--- src/verilog/ddi_regs.svh ---
// Register offsets, reset values and timing counts of the digital input decoder
`ifndef DDI_REGS_SVH
`define DDI_REGS_SVH

// ----------------------------------------------------------------
// Register byte offsets
// ----------------------------------------------------------------
`define DDI_OFS_CTRL 8'h00
`define DDI_OFS_CFG 8'h04
`define DDI_OFS_KEYPAD 8'h08
`define DDI_OFS_SCALE 8'h0C
`define DDI_OFS_POTLIM 8'h10
`define DDI_OFS_RAMP 8'h14
`define DDI_OFS_OUTSEL 8'h18
`define DDI_OFS_STATUS 8'h1C

// ----------------------------------------------------------------
// Reset values
// ----------------------------------------------------------------
// Two-input level start/stop, direction on request
`define DDI_RST_CTRL 32'h00000022
`define DDI_RST_CFG 32'h00000000
`define DDI_RST_KEYPAD 32'h00000000
// Floor 0, ceiling 500
`define DDI_RST_SCALE 32'h01F40000
// Minimum 0, maximum 500
`define DDI_RST_POTLIM 32'h01F40000
// Every ramp step waits ten ticks
`define DDI_RST_RAMP 32'h0A0A0A0A
`define DDI_RST_OUTSEL 32'h00000000

// ----------------------------------------------------------------
// Field values and bit positions not carried by the structs
// ----------------------------------------------------------------
`define DDI_SEL_SPECIAL 3'h7
`define DDI_SEL_NONE 3'h0
`define DDI_KEYPAD_RESET_BIT 5

// ----------------------------------------------------------------
// Timing
// ----------------------------------------------------------------
`define DDI_CLK_PERIOD_NS 25
// Motor potentiometer ramp tick, 1 ms
`define DDI_POT_TICK_NS 1000000
`define DDI_POT_TICK_CYCLES (`DDI_POT_TICK_NS / `DDI_CLK_PERIOD_NS)

`endif
--- src/verilog/ddi_pkg.sv ---
// Types shared by the digital input decoder
`default_nettype none
package ddi_pkg;

  // ----------------------------------------------------------------
  // Mode encodings
  // ----------------------------------------------------------------
  // Start/stop source and wiring
  typedef enum logic [3:0] {
    SS_NONE = 4'h0,
    SS_DI1 = 4'h1,
    SS_DI1_2 = 4'h2,
    SS_TWO_PULSE = 4'h3,
    SS_PULSE_DIR = 4'h4,
    SS_THREE_PULSE = 4'h5,
    SS_DI6 = 4'h6,
    SS_DI6_5 = 4'h7,
    SS_KEYPAD = 4'h8,
    SS_SERIAL = 4'h9
  } ddi_start_mode_type;

  // Direction setting
  typedef enum logic [1:0] {
    DIR_FORWARD = 2'h0,
    DIR_REVERSE = 2'h1,
    DIR_REQUEST = 2'h2,
    DIR_FAST_REV = 2'h3
  } ddi_dir_type;

  // Constant speed input selection
  typedef enum logic [3:0] {
    CS_NONE = 4'h0,
    CS_DI1 = 4'h1,
    CS_DI2 = 4'h2,
    CS_DI3 = 4'h3,
    CS_DI4 = 4'h4,
    CS_DI5 = 4'h5,
    CS_DI6 = 4'h6,
    CS_PAIR12 = 4'h7,
    CS_PAIR34 = 4'h8,
    CS_PAIR56 = 4'h9,
    CS_TRI123 = 4'hA,
    CS_TRI345 = 4'hB,
    CS_TRI456 = 4'hC
  } ddi_cs_type;

  // Motor potentiometer input pair
  typedef enum logic [1:0] {
    POT_NONE = 2'h0,
    POT_DI34_RESET = 2'h1,
    POT_DI34 = 2'h2,
    POT_DI56 = 2'h3
  } ddi_pot_type;

  // ----------------------------------------------------------------
  // Register layouts
  // ----------------------------------------------------------------
  typedef struct packed {
    logic [16:0] spare;
    logic start_flying;
    logic stop_coast;
    logic [2:0] reset_sel;
    logic reset_serial;
    logic [2:0] run_en_sel;
    ddi_dir_type dir;
    ddi_start_mode_type start_mode;
  } ddi_ctrl_type;

  typedef struct packed {
    logic [18:0] spare;
    logic lock_keypad;
    logic [2:0] lock_sel;
    logic [2:0] ramp_sel;
    ddi_pot_type pot;
    ddi_cs_type cs;
  } ddi_cfg_type;

  typedef struct packed {
    logic [26:0] spare;
    logic serial_run_enable;
    logic serial_rev;
    logic serial_run;
    logic keypad_rev;
    logic keypad_run;
  } ddi_keypad_type;

  typedef struct packed {
    logic [15:0] ceiling;
    logic [15:0] floor;
  } ddi_pair16_type;

  typedef struct packed {
    logic [7:0] dec2;
    logic [7:0] acc2;
    logic [7:0] dec1;
    logic [7:0] acc1;
  } ddi_ramp_type;

  // ----------------------------------------------------------------
  // Command bundle to the drive core
  // ----------------------------------------------------------------
  typedef struct packed {
    logic run;
    logic reverse;
    logic mod_reverse;
    logic coast_stop;
    logic ramp_set2;
    logic param_lock;
    logic fault_reset;
    logic fault;
    logic [2:0] const_speed;
    logic [15:0] freq_ref;
  } ddi_cmd_type;

endpackage : ddi_pkg
`default_nettype wire

--- src/verilog/ddi_decoder.sv ---
// Drive digital input decoder with register port
//
// Operation
// DI1 level run, DI2 selects reverse
// DI1 pulse starts while DI2 high
// Pulse start/stop, DI3 level selects reverse
// DI1 forward, DI2 reverse, DI3 stops
// DI6 level run, forward only
// DI6 level run, DI5 selects reverse
// Keypad or serial source ignores inputs
// Motor pot up/down along set ramps
// Resetting pot returns to minimum when stopped
// Single input selects its constant speed
// Two inputs code constant speeds 1-3
// Three inputs code constant speeds 1-7
// Direction fixed forward, reverse, or requested
// Fast reverse with coast flips modulator
// Flying start disables fast reverse
// Falling reset input clears faults
// Reset on stop, serial, or none
// Ramp input picks time set 1/2
// Lock input high blocks parameter writes
// Refuse floor above ceiling
// Output selection writable only when stopped
// Run enable low coasts drive
// Run latch, stop wins over start
//
// The implementer's own choices: the address map and the strobed register port.
`timescale 1ns/1ps
`default_nettype none
`include "ddi_regs.svh"

module ddi_decoder #(
  parameter int POT_TICK_CYCLES = `DDI_POT_TICK_CYCLES
) (
  input wire logic core_clk,
  input wire logic resetn,
  input wire logic [5:0] digital_input,
  input wire logic speed_zero,
  input wire logic fault_event,
  input wire logic [7:0] reg_addr,
  input wire logic [31:0] reg_wdata,
  input wire logic reg_wr,
  input wire logic reg_rd,
  output logic [31:0] reg_rdata,
  output ddi_pkg::ddi_cmd_type cmd,
  output logic [7:0] output_select,
  output logic [15:0] reference_one_floor,
  output logic [15:0] reference_one_ceiling
);
  import ddi_pkg::*;

  // ----------------------------------------------------------------
  // State
  // ----------------------------------------------------------------
  typedef struct packed {
    logic [5:0] sync1;
    logic [5:0] sync2;
    logic [5:0] prev;
    logic run_latch;
    logic dir_latch;
    logic src_run_prev;
    logic [15:0] tick_cnt;
    logic [7:0] pot_cnt;
    logic [31:0] rdata;
    ddi_ctrl_type ctrl;
    ddi_cfg_type cfg;
    ddi_keypad_type keypad;
    ddi_pair16_type scale;
    ddi_pair16_type potlim;
    ddi_ramp_type ramp;
    logic [31:0] outsel;
    ddi_cmd_type cmd;
  } ddi_state_type;

  ddi_state_type state; // Registered state
  ddi_state_type next_state; // Next value of every flop

  // ----------------------------------------------------------------
  // Helpers
  // ----------------------------------------------------------------
  // Level of the input chosen by a 1..6 selector, low otherwise
  function automatic logic di_pick(input logic [2:0] sel, input logic [5:0] di);
    logic bit_val;
    bit_val = 1'b0;
    if (sel != `DDI_SEL_NONE && sel != `DDI_SEL_SPECIAL) begin
      bit_val = di[sel - 3'h1];
    end
    return bit_val;
  endfunction : di_pick

  // Combinational decode values
  logic [5:0] di; // Synchronised input levels
  logic [5:0] rise; // Rising edges of the inputs
  logic [5:0] fall; // Falling edges of the inputs
  logic src_run; // Run request from the start/stop source
  logic src_rev; // Reverse request from the source
  logic req_rev; // Direction after the direction setting
  logic run_enable; // Run permission
  logic fast_rev; // Fast reverse active
  logic reset_now; // Fault reset event this cycle
  logic pot_up; // Motor pot raise level
  logic pot_down; // Motor pot lower level
  logic pot_tick; // Slow ramp tick
  logic [7:0] pot_rate; // Idle ticks before each step of the active ramp
  logic [2:0] cs_code; // Decoded constant speed
  logic locked; // Parameter writes blocked
  logic wr_ok; // Write to a lockable register allowed
  ddi_pair16_type scale_new; // Proposed scale write

  // ----------------------------------------------------------------
  // Next-state logic
  // ----------------------------------------------------------------
  always_comb begin
    next_state = state;
    di = state.sync2;
    rise = state.sync2 & ~state.prev;
    fall = state.prev & ~state.sync2;
    src_run = 1'b0;
    src_rev = 1'b0;
    scale_new = reg_wdata;

    // Two-flop synchroniser, then edge history
    next_state.sync1 = digital_input;
    next_state.sync2 = state.sync1;
    next_state.prev = state.sync2;

    // Run enable source
    if (state.ctrl.run_en_sel == `DDI_SEL_NONE) begin
      run_enable = 1'b1;
    end else if (state.ctrl.run_en_sel == `DDI_SEL_SPECIAL) begin
      run_enable = state.keypad.serial_run_enable;
    end else begin
      run_enable = di_pick(state.ctrl.run_en_sel, di);
    end

    // Start/stop decode per wiring mode
    next_state.run_latch = 1'b0;
    next_state.dir_latch = 1'b0;
    unique case (state.ctrl.start_mode)
      SS_DI1: begin
        src_run = di[0];
      end
      SS_DI1_2: begin
        // level run and direction
        src_run = di[0];
        src_rev = di[1];
      end
      SS_TWO_PULSE, SS_PULSE_DIR: begin
        // stop low clears before start sets
        if (!di[1] || !run_enable) begin
          next_state.run_latch = 1'b0;
        end else if (rise[0]) begin
          // start only with stop held high
          next_state.run_latch = 1'b1;
        end else begin
          next_state.run_latch = state.run_latch;
        end
        src_run = state.run_latch;
        // level direction on DI3
        src_rev = (state.ctrl.start_mode == SS_PULSE_DIR) ? di[2] : 1'b0;
      end
      SS_THREE_PULSE: begin
        // separate forward and reverse starts
        next_state.dir_latch = state.dir_latch;
        if (!di[2] || !run_enable) begin
          next_state.run_latch = 1'b0;
        end else if (rise[0] || rise[1]) begin
          next_state.run_latch = 1'b1;
          next_state.dir_latch = rise[1] & ~rise[0];
        end else begin
          next_state.run_latch = state.run_latch;
        end
        src_run = state.run_latch;
        src_rev = state.dir_latch;
      end
      SS_DI6: begin
        // level run, forward only
        src_run = di[5];
      end
      SS_DI6_5: begin
        // level run, DI5 direction
        src_run = di[5];
        src_rev = di[4];
      end
      SS_KEYPAD: begin
        // keypad source ignores inputs
        src_run = state.keypad.keypad_run;
        src_rev = state.keypad.keypad_rev;
      end
      SS_SERIAL: begin
        // serial source ignores inputs
        src_run = state.keypad.serial_run;
        src_rev = state.keypad.serial_rev;
      end
      default: begin
        src_run = 1'b0;
      end
    endcase

    // direction setting
    unique case (state.ctrl.dir)
      DIR_FORWARD: req_rev = 1'b0;
      DIR_REVERSE: req_rev = 1'b1;
      DIR_REQUEST, DIR_FAST_REV: req_rev = src_rev;
    endcase

    // flying start cancels fast reverse
    fast_rev = (state.ctrl.dir == DIR_FAST_REV) && state.ctrl.stop_coast
      && !state.ctrl.start_flying;

    // run enable gates run and coasts
    next_state.cmd.run = src_run & run_enable;
    next_state.cmd.coast_stop = ~run_enable;
    next_state.cmd.reverse = req_rev;
    // modulator follows request at once in fast reverse, else only when stopped or at zero speed
    if (fast_rev || speed_zero || !state.cmd.run) begin
      next_state.cmd.mod_reverse = req_rev;
    end
    next_state.src_run_prev = src_run;

    // Fault reset sources
    reset_now = 1'b0;
    if (state.ctrl.reset_sel == `DDI_SEL_SPECIAL) begin
      // stop command resets
      reset_now = state.src_run_prev & ~src_run;
    end else if (state.ctrl.reset_sel != `DDI_SEL_NONE) begin
      // falling edge of chosen input
      reset_now = di_pick(state.ctrl.reset_sel, fall);
    end
    if (state.ctrl.reset_serial && reg_wr && reg_addr == `DDI_OFS_KEYPAD) begin
      // serial link reset
      reset_now = reset_now | reg_wdata[`DDI_KEYPAD_RESET_BIT];
    end
    next_state.cmd.fault_reset = reset_now;
    // Fault flag: a new fault wins over a reset
    if (fault_event) begin
      next_state.cmd.fault = 1'b1;
    end else if (reset_now) begin
      next_state.cmd.fault = 1'b0;
    end

    // Constant speed decode
    cs_code = 3'h0;
    unique case (state.cfg.cs)
      CS_NONE: cs_code = 3'h0;
      CS_DI1, CS_DI2, CS_DI3, CS_DI4, CS_DI5, CS_DI6: begin
        // one input, its own speed
        cs_code = di_pick(state.cfg.cs[2:0], di) ? state.cfg.cs[2:0] : 3'h0;
      end
      // lower input is bit 0
      CS_PAIR12: cs_code = {1'b0, di[1], di[0]};
      CS_PAIR34: cs_code = {1'b0, di[3], di[2]};
      CS_PAIR56: cs_code = {1'b0, di[5], di[4]};
      // lowest input is bit 0
      CS_TRI123: cs_code = di[2:0];
      CS_TRI345: cs_code = di[4:2];
      CS_TRI456: cs_code = di[5:3];
      default: cs_code = 3'h0;
    endcase
    next_state.cmd.const_speed = cs_code;

    // ramp set input
    next_state.cmd.ramp_set2 = di_pick(state.cfg.ramp_sel, di);

    // lock by input or keypad bit
    if (state.cfg.lock_sel == `DDI_SEL_NONE) begin
      locked = state.cfg.lock_keypad;
    end else begin
      locked = di_pick(state.cfg.lock_sel, di);
    end
    next_state.cmd.param_lock = locked;

    // Motor potentiometer tick divider
    pot_tick = (state.tick_cnt == 16'(POT_TICK_CYCLES - 1));
    next_state.tick_cnt = pot_tick ? 16'h0000 : state.tick_cnt + 16'h0001;
    pot_up = (state.cfg.pot == POT_DI56) ? di[4] : di[2];
    pot_down = (state.cfg.pot == POT_DI56) ? di[5] : di[3];
    if (state.cmd.ramp_set2) begin
      pot_rate = pot_up ? state.ramp.acc2 : state.ramp.dec2;
    end else begin
      pot_rate = pot_up ? state.ramp.acc1 : state.ramp.dec1;
    end
    if (state.cfg.pot == POT_DI34_RESET && !state.cmd.run) begin
      // back to minimum while stopped
      next_state.cmd.freq_ref = state.potlim.floor;
      next_state.pot_cnt = 8'h00;
    end else if (state.cfg.pot != POT_NONE && pot_tick && (pot_up ^ pot_down)) begin
      // step at the active ramp rate
      if (state.pot_cnt >= pot_rate) begin
        next_state.pot_cnt = 8'h00;
        if (pot_up && state.cmd.freq_ref < state.potlim.ceiling) begin
          next_state.cmd.freq_ref = state.cmd.freq_ref + 16'h0001;
        end else if (pot_down && state.cmd.freq_ref > state.potlim.floor) begin
          next_state.cmd.freq_ref = state.cmd.freq_ref - 16'h0001;
        end
      end else begin
        next_state.pot_cnt = state.pot_cnt + 8'h01;
      end
    end

    // Register writes
    wr_ok = reg_wr && !locked;
    if (wr_ok) begin
      unique case (reg_addr)
        `DDI_OFS_CTRL: begin
          next_state.ctrl = reg_wdata;
          next_state.ctrl.spare = '0;
        end
        `DDI_OFS_CFG: begin
          next_state.cfg = reg_wdata;
          next_state.cfg.spare = '0;
        end
        `DDI_OFS_SCALE: begin
          // refuse floor above ceiling
          if (scale_new.floor <= scale_new.ceiling) begin
            next_state.scale = scale_new;
          end
        end
        `DDI_OFS_POTLIM: begin
          if (scale_new.floor <= scale_new.ceiling) begin
            next_state.potlim = scale_new;
          end
        end
        `DDI_OFS_RAMP: next_state.ramp = reg_wdata;
        `DDI_OFS_OUTSEL: begin
          // only while stopped
          if (!state.cmd.run) begin
            next_state.outsel = {24'h000000, reg_wdata[7:0]};
          end
        end
        default: begin
          next_state.rdata = state.rdata;
        end
      endcase
    end
    // Keypad register stays writable so the lock can be lifted
    if (reg_wr && reg_addr == `DDI_OFS_KEYPAD) begin
      next_state.keypad = reg_wdata;
      next_state.keypad.spare = '0;
      if (state.cfg.lock_sel == `DDI_SEL_NONE) begin
        next_state.cfg.lock_keypad = reg_wdata[6];
      end
    end

    // Register reads, data in the following cycle
    next_state.rdata = 32'h00000000;
    if (reg_rd) begin
      unique case (reg_addr)
        `DDI_OFS_CTRL: next_state.rdata = state.ctrl;
        `DDI_OFS_CFG: next_state.rdata = state.cfg;
        `DDI_OFS_KEYPAD: next_state.rdata = state.keypad;
        `DDI_OFS_SCALE: next_state.rdata = state.scale;
        `DDI_OFS_POTLIM: next_state.rdata = state.potlim;
        `DDI_OFS_RAMP: next_state.rdata = state.ramp;
        `DDI_OFS_OUTSEL: next_state.rdata = state.outsel;
        `DDI_OFS_STATUS: begin
          next_state.rdata = {state.cmd.freq_ref, 6'h00, state.cmd.fault,
            state.cmd.param_lock, state.cmd.ramp_set2, state.cmd.const_speed,
            state.cmd.coast_stop, state.cmd.mod_reverse, state.cmd.reverse,
            state.cmd.run};
        end
        default: next_state.rdata = 32'h00000000;
      endcase
    end
  end

  // ----------------------------------------------------------------
  // State register
  // ----------------------------------------------------------------
  always_ff @(posedge core_clk) begin
    if (!resetn) begin
      state <= '0;
      state.ctrl <= `DDI_RST_CTRL;
      state.cfg <= `DDI_RST_CFG;
      state.keypad <= `DDI_RST_KEYPAD;
      state.scale <= `DDI_RST_SCALE;
      state.potlim <= `DDI_RST_POTLIM;
      state.ramp <= `DDI_RST_RAMP;
      state.outsel <= `DDI_RST_OUTSEL;
    end else begin
      state <= next_state;
    end
  end

  // ----------------------------------------------------------------
  // Outputs
  // ----------------------------------------------------------------
  assign reg_rdata = state.rdata;
  assign cmd = state.cmd;
  assign output_select = state.outsel[7:0];
  assign reference_one_floor = state.scale.floor;
  assign reference_one_ceiling = state.scale.ceiling;

endmodule : ddi_decoder
`default_nettype wire

--- config.mk ---
export PLATFORM = sky130hd
export DESIGN_NAME = ddi_decoder
export DESIGN_NICKNAME = d
export VERILOG_FILES = /design/src/verilog/ddi_pkg.sv /design/src/verilog/ddi_decoder.sv
export VERILOG_INCLUDE_DIRS = /design/src /design/src/verilog
export SDC_FILE = /design/constraint.sdc
export NUM_CORES = 1
export LEC_CHECK = 0
export BUFFER_PORTS_ARGS = -buffer_cell sky130_fd_sc_hd__buf_2
export CORE_UTILIZATION = 55
export DETAILED_ROUTE_END_ITERATION = 8
export PLACE_DENSITY = 0.76
export SLEW_MARGIN = 20
export SYNTH_ARGS = -nofsm -noshare
export SYNTH_HDL_FRONTEND = slang
export SYNTH_SLANG_ARGS = --single-unit
export TNS_END_PERCENT = 10
--- constraint.sdc ---
create_clock -name core_clk -period 5 [get_ports core_clk]
set_clock_uncertainty 0.1 [all_clocks]
set_input_delay 0.25 -clock core_clk [delete_from_list [all_inputs] [get_ports core_clk]]
set_output_delay 0.25 -clock core_clk [all_outputs]
set_load 0.005 [all_outputs]
==> qor.txt <==
Via density per instance: 6.05
Leakage power: 6.17 nW
Clock tree from TritonCTS: done
GPL Wtd Cong: 0.943
Height of the die: 158 um
Total power density per cell area: 274 nW/um2
HPWL Detailed: 28000 um
Synthesized area per cell: 8.79 um2
Maximum number of pins on one net before global-route repair: 74
Worst path arrival time: 4.47 ns
Number of setup violations in the final report: 0
Number of enable flip-flop cells after synthesis: 0
Worst hold margin: 0.0385 ns
Post-synth ARST share: 0%
Detail Route Antenna Nets: 0
Buf/Inv on CP: 1
Register clock-pin slew on the reported worst setup and hold paths: 0.06 ns
Slew Limit Fails: 0
Setup repair bufs after CTS: 0
Worst-case vdd ir drop: 0.228 mV
Distinct cell type count after synthesis: 77
Global-route wire length before repair: 61300 um
Tmin final: 4.17 ns
Residual overflow from global routing: 0
Fin crit share: 83.3%
Yosys warns: 0
Cell area reported after detailed placement: 13600 um2
Largest incremental delay on the critical path: 0.61 ns
Tightest Pin Transition: 0.961 ns
Router iterations before antenna repair: 6
Maximum fanout along the worst path: 10
Initial antenna violation count: 0
Slew Limit Headroom: 35.8%
Commonest register cell after synthesis: sky130_fd_sc_hd__dfxtp_1
Number of synthesized register bits: 241
Core ar.: 23700 um2
Max-cap check violation count: 0
Status: finished, final reports clean
Hold-fix buffers at CTS: 41
Worst path most repeated cell: sky130_fd_sc_hd__a21oi_1
Uppermost layer routed: met4
Cells after synthesis: 1526
Quantity of gates resized following cts: 0
Clock buffer depth: 3
Number of global-route vias before repair: 10726
Routed met2 length: 18200 um
Launching element type of the critical path: flop
Clock Root Buffer: sky130_fd_sc_hd__clkbuf_16
Data required time of the critical path: 5.31 ns
Met3 routed wirelength: 3950 um
Syn nets: 1668
Top cell types by occurrence after synthesis: 241 x sky130_fd_sc_hd__dfxtp_1, 195 x sky130_fd_sc_hd__nand2_1, 114 x sky130_fd_sc_hd__mux2i_1
Worst Setup Slack post-DPL: 0.915 ns
I/O pin count: 151
Total routing usage reported by global routing: 32.2%
Sequence of cells on the critical path: nand2_2 > mux2i_4 > mux4_2 > ha_1 > nand2b_1 > a21o_1 > a21oi_1 > o21ai_0 > a31oi_1 > a211oi_4 > buf_4 > mux2i_1 > a21oi_1
Final hold viol count: 0
Netlist area before placement: 13400 um2
DIE AREA: 25000 um2
Floorplan die width: 158 um
Total via count after detailed routing: 11626
Clock buffers created by TritonCTS: 26
Peak Freq: 0.240 GHz
Critical Path End Type: flop
Number of clock sinks: 241
Detailed Route Iter0 Violations: 1201
Most repeated cell in the gate-level netlist after synthesis: sky130_fd_sc_hd__dfxtp_1
Maximum level of the CTS H-tree: 1
Total number of placement rows: 56
Crit path kind: reg2reg
Initial Utilization: 56.6%
Type of the tightest min-delay check: in2reg
Share of final-layout standard cells stronger than drive strength 1: 16.3%
Largest cells by area after synthesis: sky130_fd_sc_hd__dfxtp_1 36%, sky130_fd_sc_hd__mux2i_1 8.5%, sky130_fd_sc_hd__ha_1 8.3%, sky130_fd_sc_hd__buf_4 5.8%, sky130_fd_sc_hd__nand2_1 5.5%
Sum of routed wire length over all layers: 40300 um
Design Area, Final: 14900 um2
Part of the Yosys area used for sequential elements: 36.0%
Met1 wire length: 16900 um
N_diodes: 0
NumNets Final: 1726
Layout-stage area growth over the synthesis result: 11.0%
Top-area cell type share of the netlist area: 36.0%
Count of port buffers added during placement: 150
Slowest stage cell on the critical path: sky130_fd_sc_hd__mux4_2
Setup repair after global routing missed its margin: false
Worst Slack Setup Final: 0.834 ns
Clock Latency Late Sink: 0.54 ns
Post-route DRC: 0
Setup total negative slack: 0 ns
Post-synthesis cell type with the largest combined area: sky130_fd_sc_hd__dfxtp_1
Routed wirelength normalized by instance count: 21.0 um
Final cell utilization of the core: 62.9%
Crit path max-delay family: multiplexers
-- final cells by class --
cell class                 count  area [um2]
tap                          319         399
clock inverter                 6        37.5
multi-input combinational   1020        7190
clock buffer                  41         808
sequential                   241        4820
timing repair buffer         212        1320
inverter                      83         312
fill                        2026        8790
-- worst paths after layout --
| path | cells past startpoint | end | from | slack (ns) |
|---|---|---|---|---|
| worst max register to register | 13 | cmd[3] | state[192] | 0.83 |
| worst min register to register | 1 | di[5] | next_state[321] | 0.34 |
| worst min-delay path | 4 | cmd[24] | speed_zero | 0.04 |
| worst max-delay path | 13 | cmd[3] | state[192] | 0.83 |
-- worst register-to-register path: stages (launching register included) --
cell,delay (ns)
sky130_fd_sc_hd__dfxtp_1,0.46
sky130_fd_sc_hd__nand2_2,0.14
sky130_fd_sc_hd__mux2i_4,0.58
sky130_fd_sc_hd__mux4_2,0.62
sky130_fd_sc_hd__ha_1,0.29
sky130_fd_sc_hd__nand2b_1,0.10
sky130_fd_sc_hd__a21o_1,0.11
sky130_fd_sc_hd__a21oi_1,0.06
sky130_fd_sc_hd__o21ai_0,0.18
sky130_fd_sc_hd__a31oi_1,0.20
sky130_fd_sc_hd__a211oi_4,0.60
sky130_fd_sc_hd__buf_4,0.30
sky130_fd_sc_hd__mux2i_1,0.22
sky130_fd_sc_hd__a21oi_1,0.08
-- report_power, final --
part / internal, mW / switching (mW)
Clock: 1.10 / 0.798
Sequential: 1.93 / 0.0130
Combinational: 0.0929 / 0.146
Total: 3.13 / 0.957
-- registers in the layout, summed over array words and instances (netlist names) --
register,cells
cmd,27
di,6
next_state,6
output_select,8
reference_one_ceiling,16
reference_one_floor,16
reg_rdata,32
state,130
-- layout by cell type (no fill, tap or decap), types with 8 or more instances in the layout --
| cell | n |
|---|---|
| sky130_fd_sc_hd__a21oi_1 | 101 |
| sky130_fd_sc_hd__a22oi_1 | 67 |
| sky130_fd_sc_hd__mux4_2 | 10 |
| sky130_fd_sc_hd__nand4_1 | 19 |
| sky130_fd_sc_hd__nor2b_1 | 10 |
| sky130_fd_sc_hd__nand2_1 | 195 |
| sky130_fd_sc_hd__mux2i_1 | 114 |
| sky130_fd_sc_hd__and2_1 | 23 |
| sky130_fd_sc_hd__clkbuf_16 | 27 |
| sky130_fd_sc_hd__nor3_1 | 11 |
| sky130_fd_sc_hd__and3_1 | 10 |
| sky130_fd_sc_hd__a221oi_1 | 10 |
| sky130_fd_sc_hd__a31oi_1 | 19 |
| sky130_fd_sc_hd__dfxtp_1 | 241 |
| sky130_fd_sc_hd__a21o_1 | 13 |
| sky130_fd_sc_hd__xnor2_1 | 12 |
| sky130_fd_sc_hd__ha_1 | 89 |
| sky130_fd_sc_hd__buf_4 | 22 |
| sky130_fd_sc_hd__a22o_1 | 8 |
| sky130_fd_sc_hd__clkbuf_8 | 8 |
| sky130_fd_sc_hd__buf_2 | 149 |
| sky130_fd_sc_hd__xor2_1 | 24 |
| sky130_fd_sc_hd__a211oi_1 | 8 |
| sky130_fd_sc_hd__inv_1 | 81 |
| sky130_fd_sc_hd__nor2_1 | 102 |
| sky130_fd_sc_hd__dlygate4sd3_1 | 41 |
| sky130_fd_sc_hd__nand3_1 | 28 |
| sky130_fd_sc_hd__o21ai_0 | 28 |
-- cell families after synthesis --
kind of cell	share of synthesized area (%)
xor gates and xnor gates	2.35
DFF	36.0
AOI/OAI and AO/OA	16.0
and+or+nand+nor	15.1
buffers and inverters	10.7
muxes	11.4
adders and majority gates	8.45
-- per-stage QoR --
step                      total power [mW]  cells
final                                 4.09   1922
after global routing                  4.20   1922
after CTS                             4.09   1922
after detailed placement              2.19   1834
after global placement                2.19   1834
after floorplan                       2.11   1526
-- per-layer routing --
| metal | vias up | global-route usage [%] |
|---|---|---|
| met1 | 5570 | 44.3 |
| met5 | - | 0 |
| met4 | 0 | 10.9 |
| li1 | 5357 | - |
| met2 | 606 | 50.6 |
| met3 | 93 | 5.56 |
Note: power is estimated with default switching activity, not from simulation.
